`src/rtl/flow_out_pkg.sv`:
```
package flow_out_pkg;

	localparam int unsigned CLK_HZ = 25_000_000;
	localparam int unsigned PW_RST_MS = 1;
	localparam logic [31:0] PW_RST = 32'(PW_RST_MS * CLK_HZ / 1000);

	// register byte addresses
	localparam logic [7:0] A_CTRL = 8'h00;
	localparam logic [7:0] A_AMOUNT = 8'h04;
	localparam logic [7:0] A_PWIDTH = 8'h08;
	localparam logic [7:0] A_FLOW = 8'h0c;
	localparam logic [7:0] A_FHIGH = 8'h10;
	localparam logic [7:0] A_RLOW = 8'h14;
	localparam logic [7:0] A_RHIGH = 8'h18;
	localparam logic [7:0] A_ITEMS = 8'h1c;
	localparam logic [7:0] A_WARN = 8'h20;
	localparam logic [7:0] A_FSVAL = 8'h24;
	localparam logic [7:0] A_TOTAL = 8'h28;
	localparam logic [7:0] A_STAT = 8'h2c;
	localparam logic [7:0] A_IRQ_ST = 8'h30;
	localparam logic [7:0] A_IRQ_CLR = 8'h34;
	localparam logic [7:0] A_IRQ_EN = 8'h38;

	// reset values and loop fail-safe current levels in microamps
	localparam logic [31:0] CTRL_RST = 32'h0000_00c0;
	localparam logic [31:0] AMOUNT_RST = 32'h0000_0100;
	localparam logic [31:0] RHIGH_RST = 32'h0000_0001;
	localparam logic [15:0] LOOP_LOWER_UA = 16'h0e10;
	localparam logic [15:0] LOOP_UPPER_UA = 16'h5208;
	localparam logic [15:0] LOOP_MAX_UA = 16'h61a8;

	// interrupt and alarm item bit positions
	localparam int unsigned IRQ_W = 5;
	localparam int unsigned IRQ_PULSE = 0;
	localparam int unsigned IRQ_TRST = 1;
	localparam int unsigned IRQ_PAUSE = 2;
	localparam int unsigned IRQ_LFAIL = 3;
	localparam int unsigned IRQ_WARN = 4;
	localparam int unsigned ITEM_WARN = 0;

	typedef enum logic [2:0] {
		FS_LOWER = 3'h0,
		FS_UPPER = 3'h1,
		FS_LAST = 3'h2,
		FS_ACTUAL = 3'h3,
		FS_FIXED = 3'h4
	} fs_sel_t;

	typedef enum logic [1:0] {
		DIV_IDLE = 2'b00,
		DIV_RUN = 2'b01,
		DIV_DONE = 2'b11
	} div_state_t;

	typedef struct packed {
		logic [21:0] rsvd;
		logic [1:0] cls;
		logic pol8;
		logic pol7;
		fs_sel_t fs;
		logic route;
		logic by_item;
		logic freq_mode;
	} ctrl_t;

	typedef struct packed {
		logic valid;
		logic signed [31:0] flow;
		logic signed [31:0] pv;
		logic [15:0] loop_ua;
	} meas_t;

endpackage

```
`src/rtl/pulse_timer.sv`:
```
`timescale 1ns/1ps
`default_nettype none
module pulse_timer #(
	parameter int W = 32
) (
	// clock and reset
	input wire logic clk_i,
	input wire logic rst_n_i,
	// request
	input wire logic start_i,
	input wire logic [W-1:0] width_i,
	// pulse
	output logic pulse_o,
	output logic busy_o
);

	typedef struct packed {
		logic out;
		logic [W-1:0] left;
	} pt_t;

	pt_t s_reg;
	pt_t s_next;
	logic [W-1:0] len_q;
	logic [W-1:0] w_q;

	always_comb
	begin
		s_next = s_reg;
		if (!s_reg.out)
		begin
			// a width of zero emits nothing
			if (start_i && width_i != '0)
			begin
				s_next.out = 1'b1;
				s_next.left = width_i - 1'b1; // see RQ2
			end
		end
		else if (s_reg.left == '0)
			s_next.out = 1'b0;
		else
			s_next.left = s_reg.left - 1'b1;
	end

	always_ff @(posedge clk_i or negedge rst_n_i)
	begin
		if (!rst_n_i)
			s_reg <= '0;
		else
			s_reg <= s_next;
	end

	assign pulse_o = s_reg.out;
	assign busy_o = s_reg.out;

	always_ff @(posedge clk_i or negedge rst_n_i)
	begin
		if (!rst_n_i)
		begin
			len_q <= '0;
			w_q <= '0;
		end
		else
		begin
			len_q <= s_reg.out ? len_q + 1'b1 : '0;
			if (!s_reg.out && start_i)
				w_q <= width_i;
		end
	end

	property p_pulse_len;
		@(posedge clk_i) disable iff (!rst_n_i)
		$fell(s_reg.out) |-> len_q == w_q;
	endproperty
	a_pulse_len: assert property (p_pulse_len) // see RQ2
		else $error("pulse width differs from the configured width");

endmodule
`default_nettype wire

```
`src/rtl/ratio_divider.sv`:
```
`timescale 1ns/1ps
`default_nettype none
module ratio_divider
	import flow_out_pkg::*;
#(
	parameter int W = 32
) (
	// clock and reset
	input wire logic clk_i,
	input wire logic rst_n_i,
	// operands
	input wire logic start_i,
	input wire logic [2*W-1:0] num_i,
	input wire logic [W-1:0] den_i,
	// result
	output logic busy_o,
	output logic done_o,
	output logic [W-1:0] quo_o
);

	localparam int CW = $clog2(2 * W);

	typedef struct packed {
		div_state_t st;
		logic [W:0] rem;
		logic [2*W-1:0] q;
		logic [W-1:0] den;
		logic [CW-1:0] cnt;
	} dv_t;

	dv_t s_reg;
	dv_t s_next;
	logic [W:0] trial;

	always_comb
	begin
		s_next = s_reg;
		trial = {s_reg.rem[W-1:0], s_reg.q[2*W-1]};
		unique case (s_reg.st)
			DIV_IDLE:
			if (start_i)
			begin
				s_next.st = DIV_RUN;
				s_next.rem = '0;
				s_next.q = num_i;
				s_next.den = den_i;
				s_next.cnt = CW'(2 * W - 1);
			end
			DIV_RUN:
			begin
				// restoring division, one quotient bit per clock
				s_next.q = {s_reg.q[2*W-2:0], 1'b0};
				if (trial >= {1'b0, s_reg.den})
				begin
					s_next.rem = trial - {1'b0, s_reg.den};
					s_next.q[0] = 1'b1;
				end
				else
					s_next.rem = trial;
				s_next.cnt = s_reg.cnt - 1'b1;
				if (s_reg.cnt == '0)
					s_next.st = DIV_DONE;
			end
			DIV_DONE:
				s_next.st = DIV_IDLE;
			default:
				s_next.st = DIV_IDLE;
		endcase
	end

	always_ff @(posedge clk_i or negedge rst_n_i)
	begin
		if (!rst_n_i)
			s_reg <= '0;
		else
			s_reg <= s_next;
	end

	assign busy_o = s_reg.st != DIV_IDLE;
	assign done_o = s_reg.st == DIV_DONE;
	assign quo_o = s_reg.q[W-1:0];

	property p_ratio;
		@(posedge clk_i) disable iff (!rst_n_i)
		(s_reg.st == DIV_IDLE && start_i && den_i != '0)
			|-> ##(2 * W + 1) done_o && s_reg.q <= $past(num_i, 2 * W + 1);
	endproperty
	a_ratio: assert property (p_ratio) // see RQ6
		else $error("scaling division not finished on time");

endmodule
`default_nettype wire

```
`src/rtl/flow_pulse_frequency_output.sv`:
```
// Behaviour
// RQ1 - pulse mode: one pulse each time accumulated quantity reaches amount per pulse
// RQ2 - each pulse lasts the configured width; rate follows the measured flow
// RQ3 - pulse start spacing equals amount per pulse over measured flow
// RQ4 - software picks a width leaving off time above width at top flow
// RQ5 - frequency mode: 50% duty square wave proportional to the process value
// RQ6 - frequency maps lower..upper range linearly onto low..high frequency
// RQ7 - attached equipment must register every frequency in the band
// RQ8 - alarm status goes either to the status output or to the relay
// RQ9 - class mode: output set while any alarm of the selected class is active
// RQ10 - item mode: output set while any of several selected items is active
// RQ11 - process value below warning limit raises a warning; limit 0 flags negative
// RQ12 - loop failure drives lower, upper, last, actual or fixed fail-safe value
// RQ13 - active digital input 7 resets totalizer, input 8 toggles its pause
// RQ14 - changing an input's polarity runs that input's function once
// RQ15 - frequency clamps to low below lower range, high above upper range
//
// The register offsets and the Avalon-MM interface to the registers were decided locally.
`timescale 1ns/1ps
`default_nettype none
module flow_pulse_frequency_output
	import flow_out_pkg::*;
#(
	parameter logic [15:0] LOOP_LOWER = LOOP_LOWER_UA,
	parameter logic [15:0] LOOP_UPPER = LOOP_UPPER_UA
) (
	// clock and reset
	input wire logic ref_clk_i,
	input wire logic rst_n_i,
	// avalon-mm slave
	input wire logic [7:0] avs_address_i,
	input wire logic avs_read_i,
	input wire logic avs_write_i,
	input wire logic [31:0] avs_writedata_i,
	input wire logic [3:0] avs_byteenable_i,
	output logic [31:0] avs_readdata_o,
	output logic avs_waitrequest_o,
	// measurement core
	input wire meas_t meas_i,
	input wire logic [31:0] alarm_item_i,
	input wire logic [3:0] alarm_class_i,
	input wire logic loop_fail_i,
	// digital input pins
	input wire logic din7_i,
	input wire logic din8_i,
	// outputs
	output logic pulse_freq_o,
	output logic status_o,
	output logic relay_o,
	output logic [15:0] loop_ua_o,
	output logic irq_o
);

	typedef struct packed {
		ctrl_t ctrl;
		logic [31:0] amount;
		logic [31:0] pwidth;
		logic [31:0] flo;
		logic [31:0] fhi;
		logic signed [31:0] rlo;
		logic signed [31:0] rhi;
		logic [31:0] items;
		logic signed [31:0] warn;
		logic [15:0] fsval;
		logic signed [31:0] total;
		logic paused;
		logic signed [32:0] acc;
		logic [31:0] phase;
		logic [31:0] inc;
		logic [IRQ_W-1:0] irq_st;
		logic [IRQ_W-1:0] irq_en;
		logic wait_q;
		logic [31:0] rdata;
		logic [1:0] s7;
		logic [1:0] s8;
		logic act7;
		logic act8;
		logic pol7_q;
		logic pol8_q;
		logic warn_q;
		logic fail_q;
		logic [15:0] last_ua;
		logic [15:0] loop_ua;
		logic status;
		logic relay;
		logic pf;
		logic irq;
	} st_t;

	function automatic logic [31:0] be_merge(input logic [31:0] old,
		input logic [31:0] wd, input logic [3:0] be);
		logic [31:0] r;
		r = old;
		for (int i = 0; i < 4; i++)
			if (be[i])
				r[8*i +: 8] = wd[8*i +: 8];
		return r;
	endfunction

	st_t s;
	st_t n;
	logic [1:0] rs;
	logic rst_n_q;
	logic p_out;
	logic p_busy;
	logic p_start;
	logic d_busy;
	logic d_done;
	logic d_start;
	logic [31:0] d_quo;
	logic signed [31:0] pvc;
	logic [31:0] diff;
	logic [63:0] num;
	logic [31:0] rd;
	logic [31:0] clr;
	logic [31:0] items_eff;
	logic [IRQ_W-1:0] ev;
	logic ev7;
	logic ev8;
	logic sel;
	logic signed [32:0] acc_t;

	// the async reset is released in step with the clock
	always_ff @(posedge ref_clk_i or negedge rst_n_i)
	begin
		if (!rst_n_i)
			rs <= 2'b00;
		else
			rs <= {rs[0], 1'b1};
	end
	assign rst_n_q = rs[1];

	pulse_timer #(
		.W(32)
	) u_pulse (
		.clk_i(ref_clk_i),
		.rst_n_i(rst_n_q),
		.start_i(p_start),
		.width_i(s.pwidth),
		.pulse_o(p_out),
		.busy_o(p_busy)
	);

	ratio_divider #(
		.W(32)
	) u_div (
		.clk_i(ref_clk_i),
		.rst_n_i(rst_n_q),
		.start_i(d_start),
		.num_i(num),
		.den_i(32'(s.rhi - s.rlo)),
		.busy_o(d_busy),
		.done_o(d_done),
		.quo_o(d_quo)
	);

	always_comb
	begin
		n = s;
		rd = 32'h0000_0000;
		clr = 32'h0000_0000;
		ev = '0;

		// register reads are answered one cycle after the request
		unique case (avs_address_i)
			A_CTRL: rd = s.ctrl;
			A_AMOUNT: rd = s.amount;
			A_PWIDTH: rd = s.pwidth;
			A_FLOW: rd = s.flo;
			A_FHIGH: rd = s.fhi;
			A_RLOW: rd = s.rlo;
			A_RHIGH: rd = s.rhi;
			A_ITEMS: rd = s.items;
			A_WARN: rd = s.warn;
			A_FSVAL: rd = {16'h0000, s.fsval};
			A_TOTAL: rd = s.total;
			A_STAT: rd = {27'h0000000, s.paused, s.warn_q, s.fail_q,
				s.status | s.relay, s.pf};
			A_IRQ_ST: rd = {27'h0000000, s.irq_st};
			A_IRQ_EN: rd = {27'h0000000, s.irq_en};
			default: rd = 32'h0000_0000;
		endcase
		n.wait_q = 1'b1;
		if ((avs_read_i || avs_write_i) && s.wait_q)
		begin
			n.wait_q = 1'b0;
			n.rdata = avs_read_i ? rd : 32'h0000_0000;
		end
		if (avs_write_i && !s.wait_q)
		begin
			unique case (avs_address_i)
				A_CTRL:
				begin
					n.ctrl = ctrl_t'(be_merge(s.ctrl, avs_writedata_i,
						avs_byteenable_i));
					n.ctrl.rsvd = '0;
				end
				A_AMOUNT: n.amount = be_merge(s.amount, avs_writedata_i,
					avs_byteenable_i);
				A_PWIDTH: n.pwidth = be_merge(s.pwidth, avs_writedata_i,
					avs_byteenable_i);
				A_FLOW: n.flo = be_merge(s.flo, avs_writedata_i,
					avs_byteenable_i);
				A_FHIGH: n.fhi = be_merge(s.fhi, avs_writedata_i,
					avs_byteenable_i);
				A_RLOW: n.rlo = be_merge(s.rlo, avs_writedata_i,
					avs_byteenable_i);
				A_RHIGH: n.rhi = be_merge(s.rhi, avs_writedata_i,
					avs_byteenable_i);
				A_ITEMS: n.items = be_merge(s.items, avs_writedata_i,
					avs_byteenable_i);
				A_WARN: n.warn = be_merge(s.warn, avs_writedata_i,
					avs_byteenable_i);
				A_FSVAL: n.fsval = 16'(be_merge({16'h0000, s.fsval},
					avs_writedata_i, avs_byteenable_i));
				A_IRQ_CLR: clr = be_merge(32'h0000_0000, avs_writedata_i,
					avs_byteenable_i);
				A_IRQ_EN: n.irq_en = IRQ_W'(be_merge({27'h0000000,
					s.irq_en}, avs_writedata_i, avs_byteenable_i));
				default: n.irq_en = s.irq_en;
			endcase
		end

		// digital inputs; any polarity change also fires the function
		n.s7 = {s.s7[0], din7_i};
		n.s8 = {s.s8[0], din8_i};
		n.act7 = s.s7[1] ~^ s.ctrl.pol7;
		n.act8 = s.s8[1] ~^ s.ctrl.pol8;
		n.pol7_q = s.ctrl.pol7;
		n.pol8_q = s.ctrl.pol8;
		ev7 = (n.act7 && !s.act7) || (s.ctrl.pol7 != s.pol7_q); // see RQ14
		ev8 = (n.act8 && !s.act8) || (s.ctrl.pol8 != s.pol8_q); // see RQ14

		// totalizer 1; reset has priority over a new sample
		if (meas_i.valid && !s.paused)
			n.total = s.total + meas_i.flow;
		if (ev7)
			n.total = 32'sh0000_0000; // see RQ13
		if (ev8)
			n.paused = !s.paused; // see RQ13

		// pulse mode: overdue quantity waits while a pulse is running
		p_start = !s.ctrl.freq_mode && !p_busy
			&& s.acc >= $signed({1'b0, s.amount}); // see RQ1
		acc_t = s.acc + (meas_i.valid ? 33'(meas_i.flow) : 33'sh0);
		if (p_start)
			acc_t = acc_t - $signed({1'b0, s.amount}); // see RQ3
		n.acc = s.ctrl.freq_mode ? 33'sh0 : acc_t;

		// frequency mode: phase msb gives an even duty cycle
		pvc = meas_i.pv < s.rlo ? s.rlo
			: (meas_i.pv > s.rhi ? s.rhi : meas_i.pv); // see RQ15
		diff = 32'(pvc - s.rlo);
		num = 64'(diff) * 64'(32'(s.fhi - s.flo)); // see RQ6
		d_start = s.ctrl.freq_mode && meas_i.valid && !d_busy;
		if (d_done)
			n.inc = s.flo + d_quo; // see RQ6
		n.phase = s.ctrl.freq_mode ? s.phase + s.inc : 32'h0000_0000;
		n.pf = s.ctrl.freq_mode ? s.phase[31] : p_out; // see RQ5

		// warning against the lower limit of the process value
		if (meas_i.valid)
			n.warn_q = meas_i.pv < s.warn; // see RQ11

		// alarm status and its routing
		items_eff = alarm_item_i;
		items_eff[ITEM_WARN] = alarm_item_i[ITEM_WARN] | s.warn_q;
		sel = s.ctrl.by_item ? |(items_eff & s.items) // see RQ10
			: alarm_class_i[s.ctrl.cls]; // see RQ9
		n.status = sel && !s.ctrl.route; // see RQ8
		n.relay = sel && s.ctrl.route; // see RQ8

		// loop fail-safe source
		n.fail_q = loop_fail_i;
		if (!loop_fail_i)
			n.last_ua = meas_i.loop_ua;
		if (!loop_fail_i)
			n.loop_ua = meas_i.loop_ua;
		else
		begin
			unique case (s.ctrl.fs)
				FS_UPPER: n.loop_ua = LOOP_UPPER; // see RQ12
				FS_LAST: n.loop_ua = s.last_ua; // see RQ12
				FS_ACTUAL: n.loop_ua = meas_i.loop_ua; // see RQ12
				FS_FIXED: n.loop_ua = s.fsval > LOOP_MAX_UA
					? LOOP_MAX_UA : s.fsval; // see RQ12
				default: n.loop_ua = LOOP_LOWER; // see RQ12
			endcase
		end

		// sticky events; a new event beats a clear in the same cycle
		ev[IRQ_PULSE] = p_start;
		ev[IRQ_TRST] = ev7;
		ev[IRQ_PAUSE] = ev8;
		ev[IRQ_LFAIL] = loop_fail_i && !s.fail_q;
		ev[IRQ_WARN] = n.warn_q && !s.warn_q;
		n.irq_st = (s.irq_st & ~clr[IRQ_W-1:0]) | ev;
		n.irq = |(n.irq_st & n.irq_en);
	end

	always_ff @(posedge ref_clk_i or negedge rst_n_q)
	begin
		if (!rst_n_q)
		begin
			s <= '0;
			s.ctrl <= CTRL_RST;
			s.pol7_q <= CTRL_RST[6];
			s.pol8_q <= CTRL_RST[7];
			s.amount <= AMOUNT_RST;
			s.pwidth <= PW_RST;
			s.rhi <= RHIGH_RST;
			s.wait_q <= 1'b1;
		end
		else
			s <= n;
	end

	assign avs_readdata_o = s.rdata;
	assign avs_waitrequest_o = s.wait_q;
	assign pulse_freq_o = s.pf;
	assign status_o = s.status;
	assign relay_o = s.relay;
	assign loop_ua_o = s.loop_ua;
	assign irq_o = s.irq;

	property p_emit;
		@(posedge ref_clk_i) disable iff (!rst_n_q)
		p_start |=> p_out ##1 pulse_freq_o;
	endproperty
	a_emit: assert property (p_emit) // see RQ1
		else $error("no pulse after the quantity was reached");

	property p_spacing;
		@(posedge ref_clk_i) disable iff (!rst_n_q)
		(p_start && !meas_i.valid && !s.ctrl.freq_mode)
			|=> s.acc == $past(s.acc) - $signed({1'b0, $past(s.amount)});
	endproperty
	a_spacing: assert property (p_spacing) // see RQ3
		else $error("quantity per pulse not taken from the accumulator");

	property p_duty;
		@(posedge ref_clk_i) disable iff (!rst_n_q)
		(s.ctrl.freq_mode && $stable(s.ctrl.freq_mode))
			|-> pulse_freq_o == $past(s.phase[31]);
	endproperty
	a_duty: assert property (p_duty) // see RQ5
		else $error("frequency output does not follow the phase");

	property p_clamp;
		@(posedge ref_clk_i) disable iff (!rst_n_q)
		d_done |=> s.inc >= $past(s.flo) && s.inc <= $past(s.fhi);
	endproperty
	a_clamp: assert property (p_clamp) // see RQ15
		else $error("frequency increment left the low..high band");

	property p_class;
		@(posedge ref_clk_i) disable iff (!rst_n_q)
		(!s.ctrl.by_item && !s.ctrl.route && alarm_class_i[s.ctrl.cls])
			|=> status_o && !relay_o;
	endproperty
	a_class: assert property (p_class) // see RQ9
		else $error("class alarm not shown on status output");

	property p_item;
		@(posedge ref_clk_i) disable iff (!rst_n_q)
		(s.ctrl.by_item && s.ctrl.route && |(alarm_item_i & s.items))
			|=> relay_o && !status_o;
	endproperty
	a_item: assert property (p_item) // see RQ10
		else $error("selected alarm item not shown on relay output");

	property p_warn;
		@(posedge ref_clk_i) disable iff (!rst_n_q)
		(meas_i.valid && meas_i.pv < s.warn) |=> s.warn_q;
	endproperty
	a_warn: assert property (p_warn) // see RQ11
		else $error("below warning limit not flagged");

	property p_fail;
		@(posedge ref_clk_i) disable iff (!rst_n_q)
		(loop_fail_i && s.ctrl.fs == FS_UPPER) |=> loop_ua_o == LOOP_UPPER;
	endproperty
	a_fail: assert property (p_fail) // see RQ12
		else $error("loop failure not driving the upper fault level");

	property p_pol;
		@(posedge ref_clk_i) disable iff (!rst_n_q)
		(s.ctrl.pol7 != s.pol7_q) |=> s.total == 32'sh0000_0000;
	endproperty
	a_pol: assert property (p_pol) // see RQ14
		else $error("polarity change did not reset the totalizer");

endmodule
`default_nettype wire

```
`config.mk`:
```
export PLATFORM = sky130hd
export DESIGN_NAME = flow_pulse_frequency_output
export DESIGN_NICKNAME = d
export VERILOG_FILES = /design/src/rtl/flow_out_pkg.sv /design/src/rtl/pulse_timer.sv /design/src/rtl/ratio_divider.sv /design/src/rtl/flow_pulse_frequency_output.sv
export SDC_FILE = /design/constraint.sdc
export NUM_CORES = 2
export LEC_CHECK = 0
export BUFFER_PORTS_ARGS = -buffer_cell sky130_fd_sc_hd__clkbuf_2
export CELL_PAD_IN_SITES_DETAIL_PLACEMENT = 1
export CELL_PAD_IN_SITES_GLOBAL_PLACEMENT = 2
export CORE_MARGIN = 5
export CORE_UTILIZATION = 42
export CTS_CLUSTER_SIZE = 25
export DETAILED_ROUTE_END_ITERATION = 8
export GPL_TIMING_DRIVEN = 0
export PLACE_DENSITY = 0.85
export SLEW_MARGIN = 40
export SYNTH_ARGS = -nofsm -noshare
export SYNTH_HDL_FRONTEND = slang
export SYNTH_SLANG_ARGS = --single-unit
export TNS_END_PERCENT = 30
```
`constraint.sdc`:
```
create_clock -name ref_clk_i -period 28.1 [get_ports ref_clk_i]
set_clock_uncertainty 0.1 [all_clocks]
set_input_delay 5.62 -clock ref_clk_i [delete_from_list [all_inputs] [get_ports ref_clk_i]]
set_output_delay 5.62 -clock ref_clk_i [all_outputs]
set_load 0.02 [all_outputs]
```
; ---- Word-level counts from Yosys, hierarchy flattened
; Index checks and enable logic that the tools add are counted.
[totals]
ff_bits = 672
elab_cells = 240
[classes]
magnitude_cmp = 7
multipliers = 1
muxes = 36
n_eq_ne = 25
reduce_logical = 78
bitwise_logic = 9
add_sub_neg = 12
[op_table]
columns = op, count
row1 = 32-bit case mux with 14 select lines, 1
row2 = 32-bit two-way mux, 8
row3 = 33-bit two-way mux, 6
row4 = 96-bit case mux with 2 select lines, 1
row5 = 137-bit two-way mux, 1
row6 = 32-bit subtractor, 4
row7 = 3-bit AND reduction, 36
row8 = 32-bit adder, 3
row9 = 32-bit less-than comparator, 2
row10 = 32-bit by 32-bit multiplier with 64-bit output, 1
row11 = 16-bit case mux with 4 select lines, 1
row12 = "32-bit by 1-bit subtractor with 32-bit output, second input constant", 2
row13 = "8-bit by 6-bit == test with 1-bit output, second input constant", 7
row14 = 33-bit adder, 1
row15 = 33-bit by 32-bit greater-or-equal comparator with 1-bit output, 1
row16 = 33-bit greater-or-equal comparator, 1
row17 = 33-bit subtractor, 1
row18 = 32-bit bitwise AND, 1
row19 = "8-bit by 5-bit == test with 1-bit output, second input constant", 4
row20 = 32-bit > comparator, 1
row21 = 32-bit zero test, 1
row22 = 16-bit two-way mux, 2
row23 = 32-bit nonzero test, 1
row24 = 32-bit OR reduction, 1
row25 = 33 further kinds, 80

; ---- Depth between registers and ports, before layout
[logic_depth]
word_depth = 8
depth_mapped = 52
ltp_nobuf = 50

; ---- Cells and area by module
; A second synthesis with hierarchy kept.
[hier_totals]
cells_unflattened = 8915
hier_area_um2 = 80270.7
[modules_own_cells]
columns = mod, cells_each, instances, seq_area_each_um2, area_per_inst_um2
row1 = flow_pulse_frequency_output, 7696, 1, 12603.3, 69614.3
row2 = ratio_divider, 867, 1, 3403.3, 7797.5
row3 = pulse_timer, 352, 1, 825.8, 2859.0

; ---- Worst setup path before layout
; Ideal clock, no wire load.
[synth_path]
path_type = input -> register
from = input meas_i[26] (netlist bit)
to = register u_div.s_reg[100] (netlist bit)
t_required_ps = 27871
setup_ps = 129
path_stages = 48
arrival_time_ps = 16747
slack_ps = 11124
path_cell_list = ha_1 > a21o_1 > a21o_1 > a21o_1 > a211oi_1 > a21boi_1 > o21ai_0 > nand2_1 > nor2_1 > buf_2 > mux2i_1 > a21oi_1 > ha_1 > nor2b_1 > o31a_1 > o31ai_4 > o21bai_1 > a21oi_1 > [12 not listed] > fa_1 > fa_1 > fa_1 > inv_1 > fa_1 > inv_1 > ha_1 > clkbuf_1 > a21oi_1 > o211ai_1 > a221oi_1 > a21o_1 > a31oi_1 > o21a_1 > a221o_1 > a31oi_1 > xor2_1 > o21ai_1
[synth_between]
elab_chain_len = 7
[synth_lines]
columns = element, line_no
row1 = from (decl), flow_pulse_frequency_output.sv:39  ; input wire meas_t meas_i,
row2 = 32-bit > comparator, flow_pulse_frequency_output.sv:252  ; : (meas_i.pv > s.rhi ? s.rhi : meas_i.pv);
row3 = 32-bit two-way mux, flow_pulse_frequency_output.sv:252
row4 = 32-bit two-way mux *, flow_pulse_frequency_output.sv:251  ; pvc = meas_i.pv < s.rlo ? s.rlo
row5 = 32-bit subtractor *, flow_pulse_frequency_output.sv:253  ; diff = 32'(pvc - s.rlo);
row6 = 32-bit by 32-bit multiplier with 64-bit output *, flow_pulse_frequency_output.sv:254  ; num = 64'(diff) * 64'(32'(s.fhi - s.flo));
row7 = 137-bit two-way mux *, ratio_divider.sv:41  ; if (start_i)
row8 = 96-bit case mux with 2 select lines *, ratio_divider.sv:39  ; unique case (s_reg.st)
row9 = to (signal assigned), ratio_divider.sv:76  ; s_reg <= s_next;
row10 = to (decl), ratio_divider.sv:31  ; dv_t s_reg;
; Mark *: on every way between the ends. The rest lies on a longest branch, timed or not. The select of a mux whose other input is x is not followed.
; A chain may end at the register's enable or synchronous reset.

; ---- Final worst setup path
[layout_path]
from = input meas_i[26] (netlist bit)
to = register u_div.s_reg[89] (netlist bit)
; Same word-level chain as after synthesis.

==> summary.md <==
| Metric | Value |
|---|---|
| Most common cell after layout, fill and taps aside | `inv_1` |
| Crit. End Element | `flip-flop` |
| Total die area | `198000 um^2` |
| RSZ-0062 raised after global routing | `false` |
| Dpl cell area | `84900 um^2` |
| Final wirelength | `349000 um` |
| Most used flip-flop cell after synthesis | `dfrtp_1` |
| First-pass iteration count of the detailed router | `9` |
| Post_cts resized | `0` |
| Iter 0 DRT Violations | `6405` |
| Largest stage delay, worst path | `0.72 ns` |
| Largest net degree at the start of global routing | `44` |
| Critical setup path kind | `in2reg` |
| Fraction of layout cells with a size suffix above 1 | `11.1%` |
| H-tree Lvls | `3` |
| DRC violations left | `0` |
| Async set or reset register ratio after synthesis | `100%` |
| Vias per cell | `6.01` |
| Num rows | `159` |
| Worst-path clk slew | `0.06 ns` |
| Max Cap Viol | `0` |
| Final Hold Violating Endpoints | `0` |
| Total number of vias | `70.1k` |
| Worst slew margin | `33.6%` |
| Final instance area | `87900 um^2` |
| CTS Hold Bufs | `0` |
| WP data required | `28.58 ns` |
| Synthesis-to-finish area growth | `10.6%` |
| Drt wl/cell | `29.9 um` |
| Yosys reg bits | `672` |
| Antenna viol nets, final | `0` |
| Antenna violations before repair | `23` |
| Placed cells | `11.5k` |
| Root buffer cell | `clkbuf_16` |
| Clock sinks | `672` |
| Initial core utilization | `42.3%` |
| Post-synthesis sequential area ratio | `21.2%` |
| Vias in the first global route | `74.1k` |
| Die width | `445 um` |
| Critical Path AT | `19.87 ns` |
| Status | `complete, no violations` |
| Detail Placement HPWL | `293000 um` |
| Clock insertion delay at the later pin of the skew report | `0.74 ns` |
| Syn. warnings | `0` |
| Netlist cell types | `119` |
| Filler cells | `21.7k` |
| Setup violators final | `0` |
| Worst-Margin Slew | `0.996 ns` |
| Global Route Usage Sum | `34.8%` |
| Syn Nets | `10.5k` |
| Highest Clock Rate | `51.6 MHz` |
| Hold Path Class | `reg2async` |
| Final nets | `10.8k` |
| Most used cell, CP | `fa_1` |
| Final estimated routing congestion in global placement | `1.01` |
| Post-CTS setup buffers | `0` |
| Core area | `188000 um^2` |
| Mapped Area | `79500 um^2` |
| CP Max Fanout | `10` |
| Final worst path period need | `19.39 ns` |
| CTS Buffer Depth | `3` |
| CTS buffer count | `81` |
| Min setup slack post-route | `8.71 ns` |
| Most frequent cells in the layout | `inv_1, nand2_1, fa_1, nor2_1, ha_1` |
| Synthesized instance count | `8745` |
| EDFF count, synth | `0` |
| Final Slew Violations | `0` |
| Worst slack at placement | `8.16 ns` |
| TritonCTS clock tree | `yes` |
| Total global routing overflow | `0` |
| First-pass GRT wire length | `509000 um` |
| Average cell area after synthesis | `9.09 um^2` |
| Number of flip-flops in the largest register | `444` |
| CP max stage cell | `clkbuf_1` |
| Die Span Y | `445 um` |
| Critical path startpoint category | `input pin` |
| TNS Setup | `0 ns` |
| Port Buffer Count | `215` |
| Fin cells | `11.7k` |
| IO Pins | `221` |
| Period utilization | `69.0%` |
[worst max-delay path, delay by kind of cell]
family          cells  cell delay (ns)
mux                 2             0.28
xor+xnor            2             0.78
buf+inv             9             1.91
compound gates     14             3.63
simple gates       12             2.28
fa+ha+maj          12             5.36
[logic make-up after synthesis]
logic type | after synthesis | synth area share (%)
other | 1 | 0.00472
XOR/XNOR | 369 | 4.23
AND/OR/NAND/NOR | 2461 | 13.8
AO/OA/AOI/OAI | 1730 | 14.4
adder cells (fa/ha/maj) | 1581 | 33.4
multiplexers | 364 | 5.07
flip-flops | 672 | 21.2
buffers and inverters | 1567 | 7.79
[synth_stat cells (90+ instances only)]
master | n | area share, %
inv_1 | 1158 | 5.5
nand2_1 | 915 | 4.3
fa_1 | 905 | 23
nor2_1 | 815 | 3.9
ha_1 | 676 | 11
dfrtp_1 | 659 | 21
a21oi_1 | 404 | 2.5
o21ai_0 | 386 | 2.4
mux2_2 | 297 | 4.2
clkbuf_1 | 288 | 1.4
xnor2_1 | 217 | 2.4
a21o_1 | 198 | 1.9
a22oi_1 | 151 | 1.4
xor2_1 | 139 | 1.5
nand3_1 | 118 | 0.74
nand2b_1 | 115 | 0.91
nor3_1 | 93 | 0.59
and2_1 | 90 | 0.71
[metal layers]
metal,vias to the layer above,wire length [um],GRT usage (%)
met2,3057,151000,53.2
met4,8,22900,18.3
met5,-,57,0
li1,29900,-,-
met1,36400,144000,46.5
met3,802,31500,7.83
[metrics by stage]
step | utilization, % | hold slack, ns
6_report | 46.7 | 0.128
4_1_cts | 46.7 | 0.140
3_5_place_dp | 45.2 | 0.142
5_1_grt | 46.7 | 0.162
2_1_floorplan | - | 0.231
3_3_place_gp | 44.5 | 0.236
[path summary, 6_finish.rpt]
| check | from | end | slack [ns] | cells past startpoint |
|---|---|---|---|---|
| max in group asynchronous | rst_n_i | rs[1] | 23.24 | 1 |
| worst min register to register | rs[1] | n[45] | 0.13 | 0 |
| worst min-delay path | rs[1] | n[45] | 0.13 | 0 |
| min in group ref_clk_i | n[43] | s[43] | 0.25 | 0 |
| worst max-delay path | meas_i[26] | u_div.s_reg[89] | 8.71 | 51 |
| worst max register to register | s[340] | u_div.s_reg[89] | 13.08 | 49 |
[cell type report]
cell class	instances	area (um^2)	share of cell area [%]
antenna	13	32.5	0.0370
buffer	406	1890	2.15
clock buffer	111	2330	2.65
clock inverter	37	548	0.624
inverter	1161	4360	4.96
multi-input combinational	6506	57100	65.0
sequential	672	16800	19.2
tap	2495	3120	3.55
timing repair buffer	250	1610	1.83
Power is not shown: default switching activity piles up to over one toggle a cycle in this logic, so the estimate is an artifact.
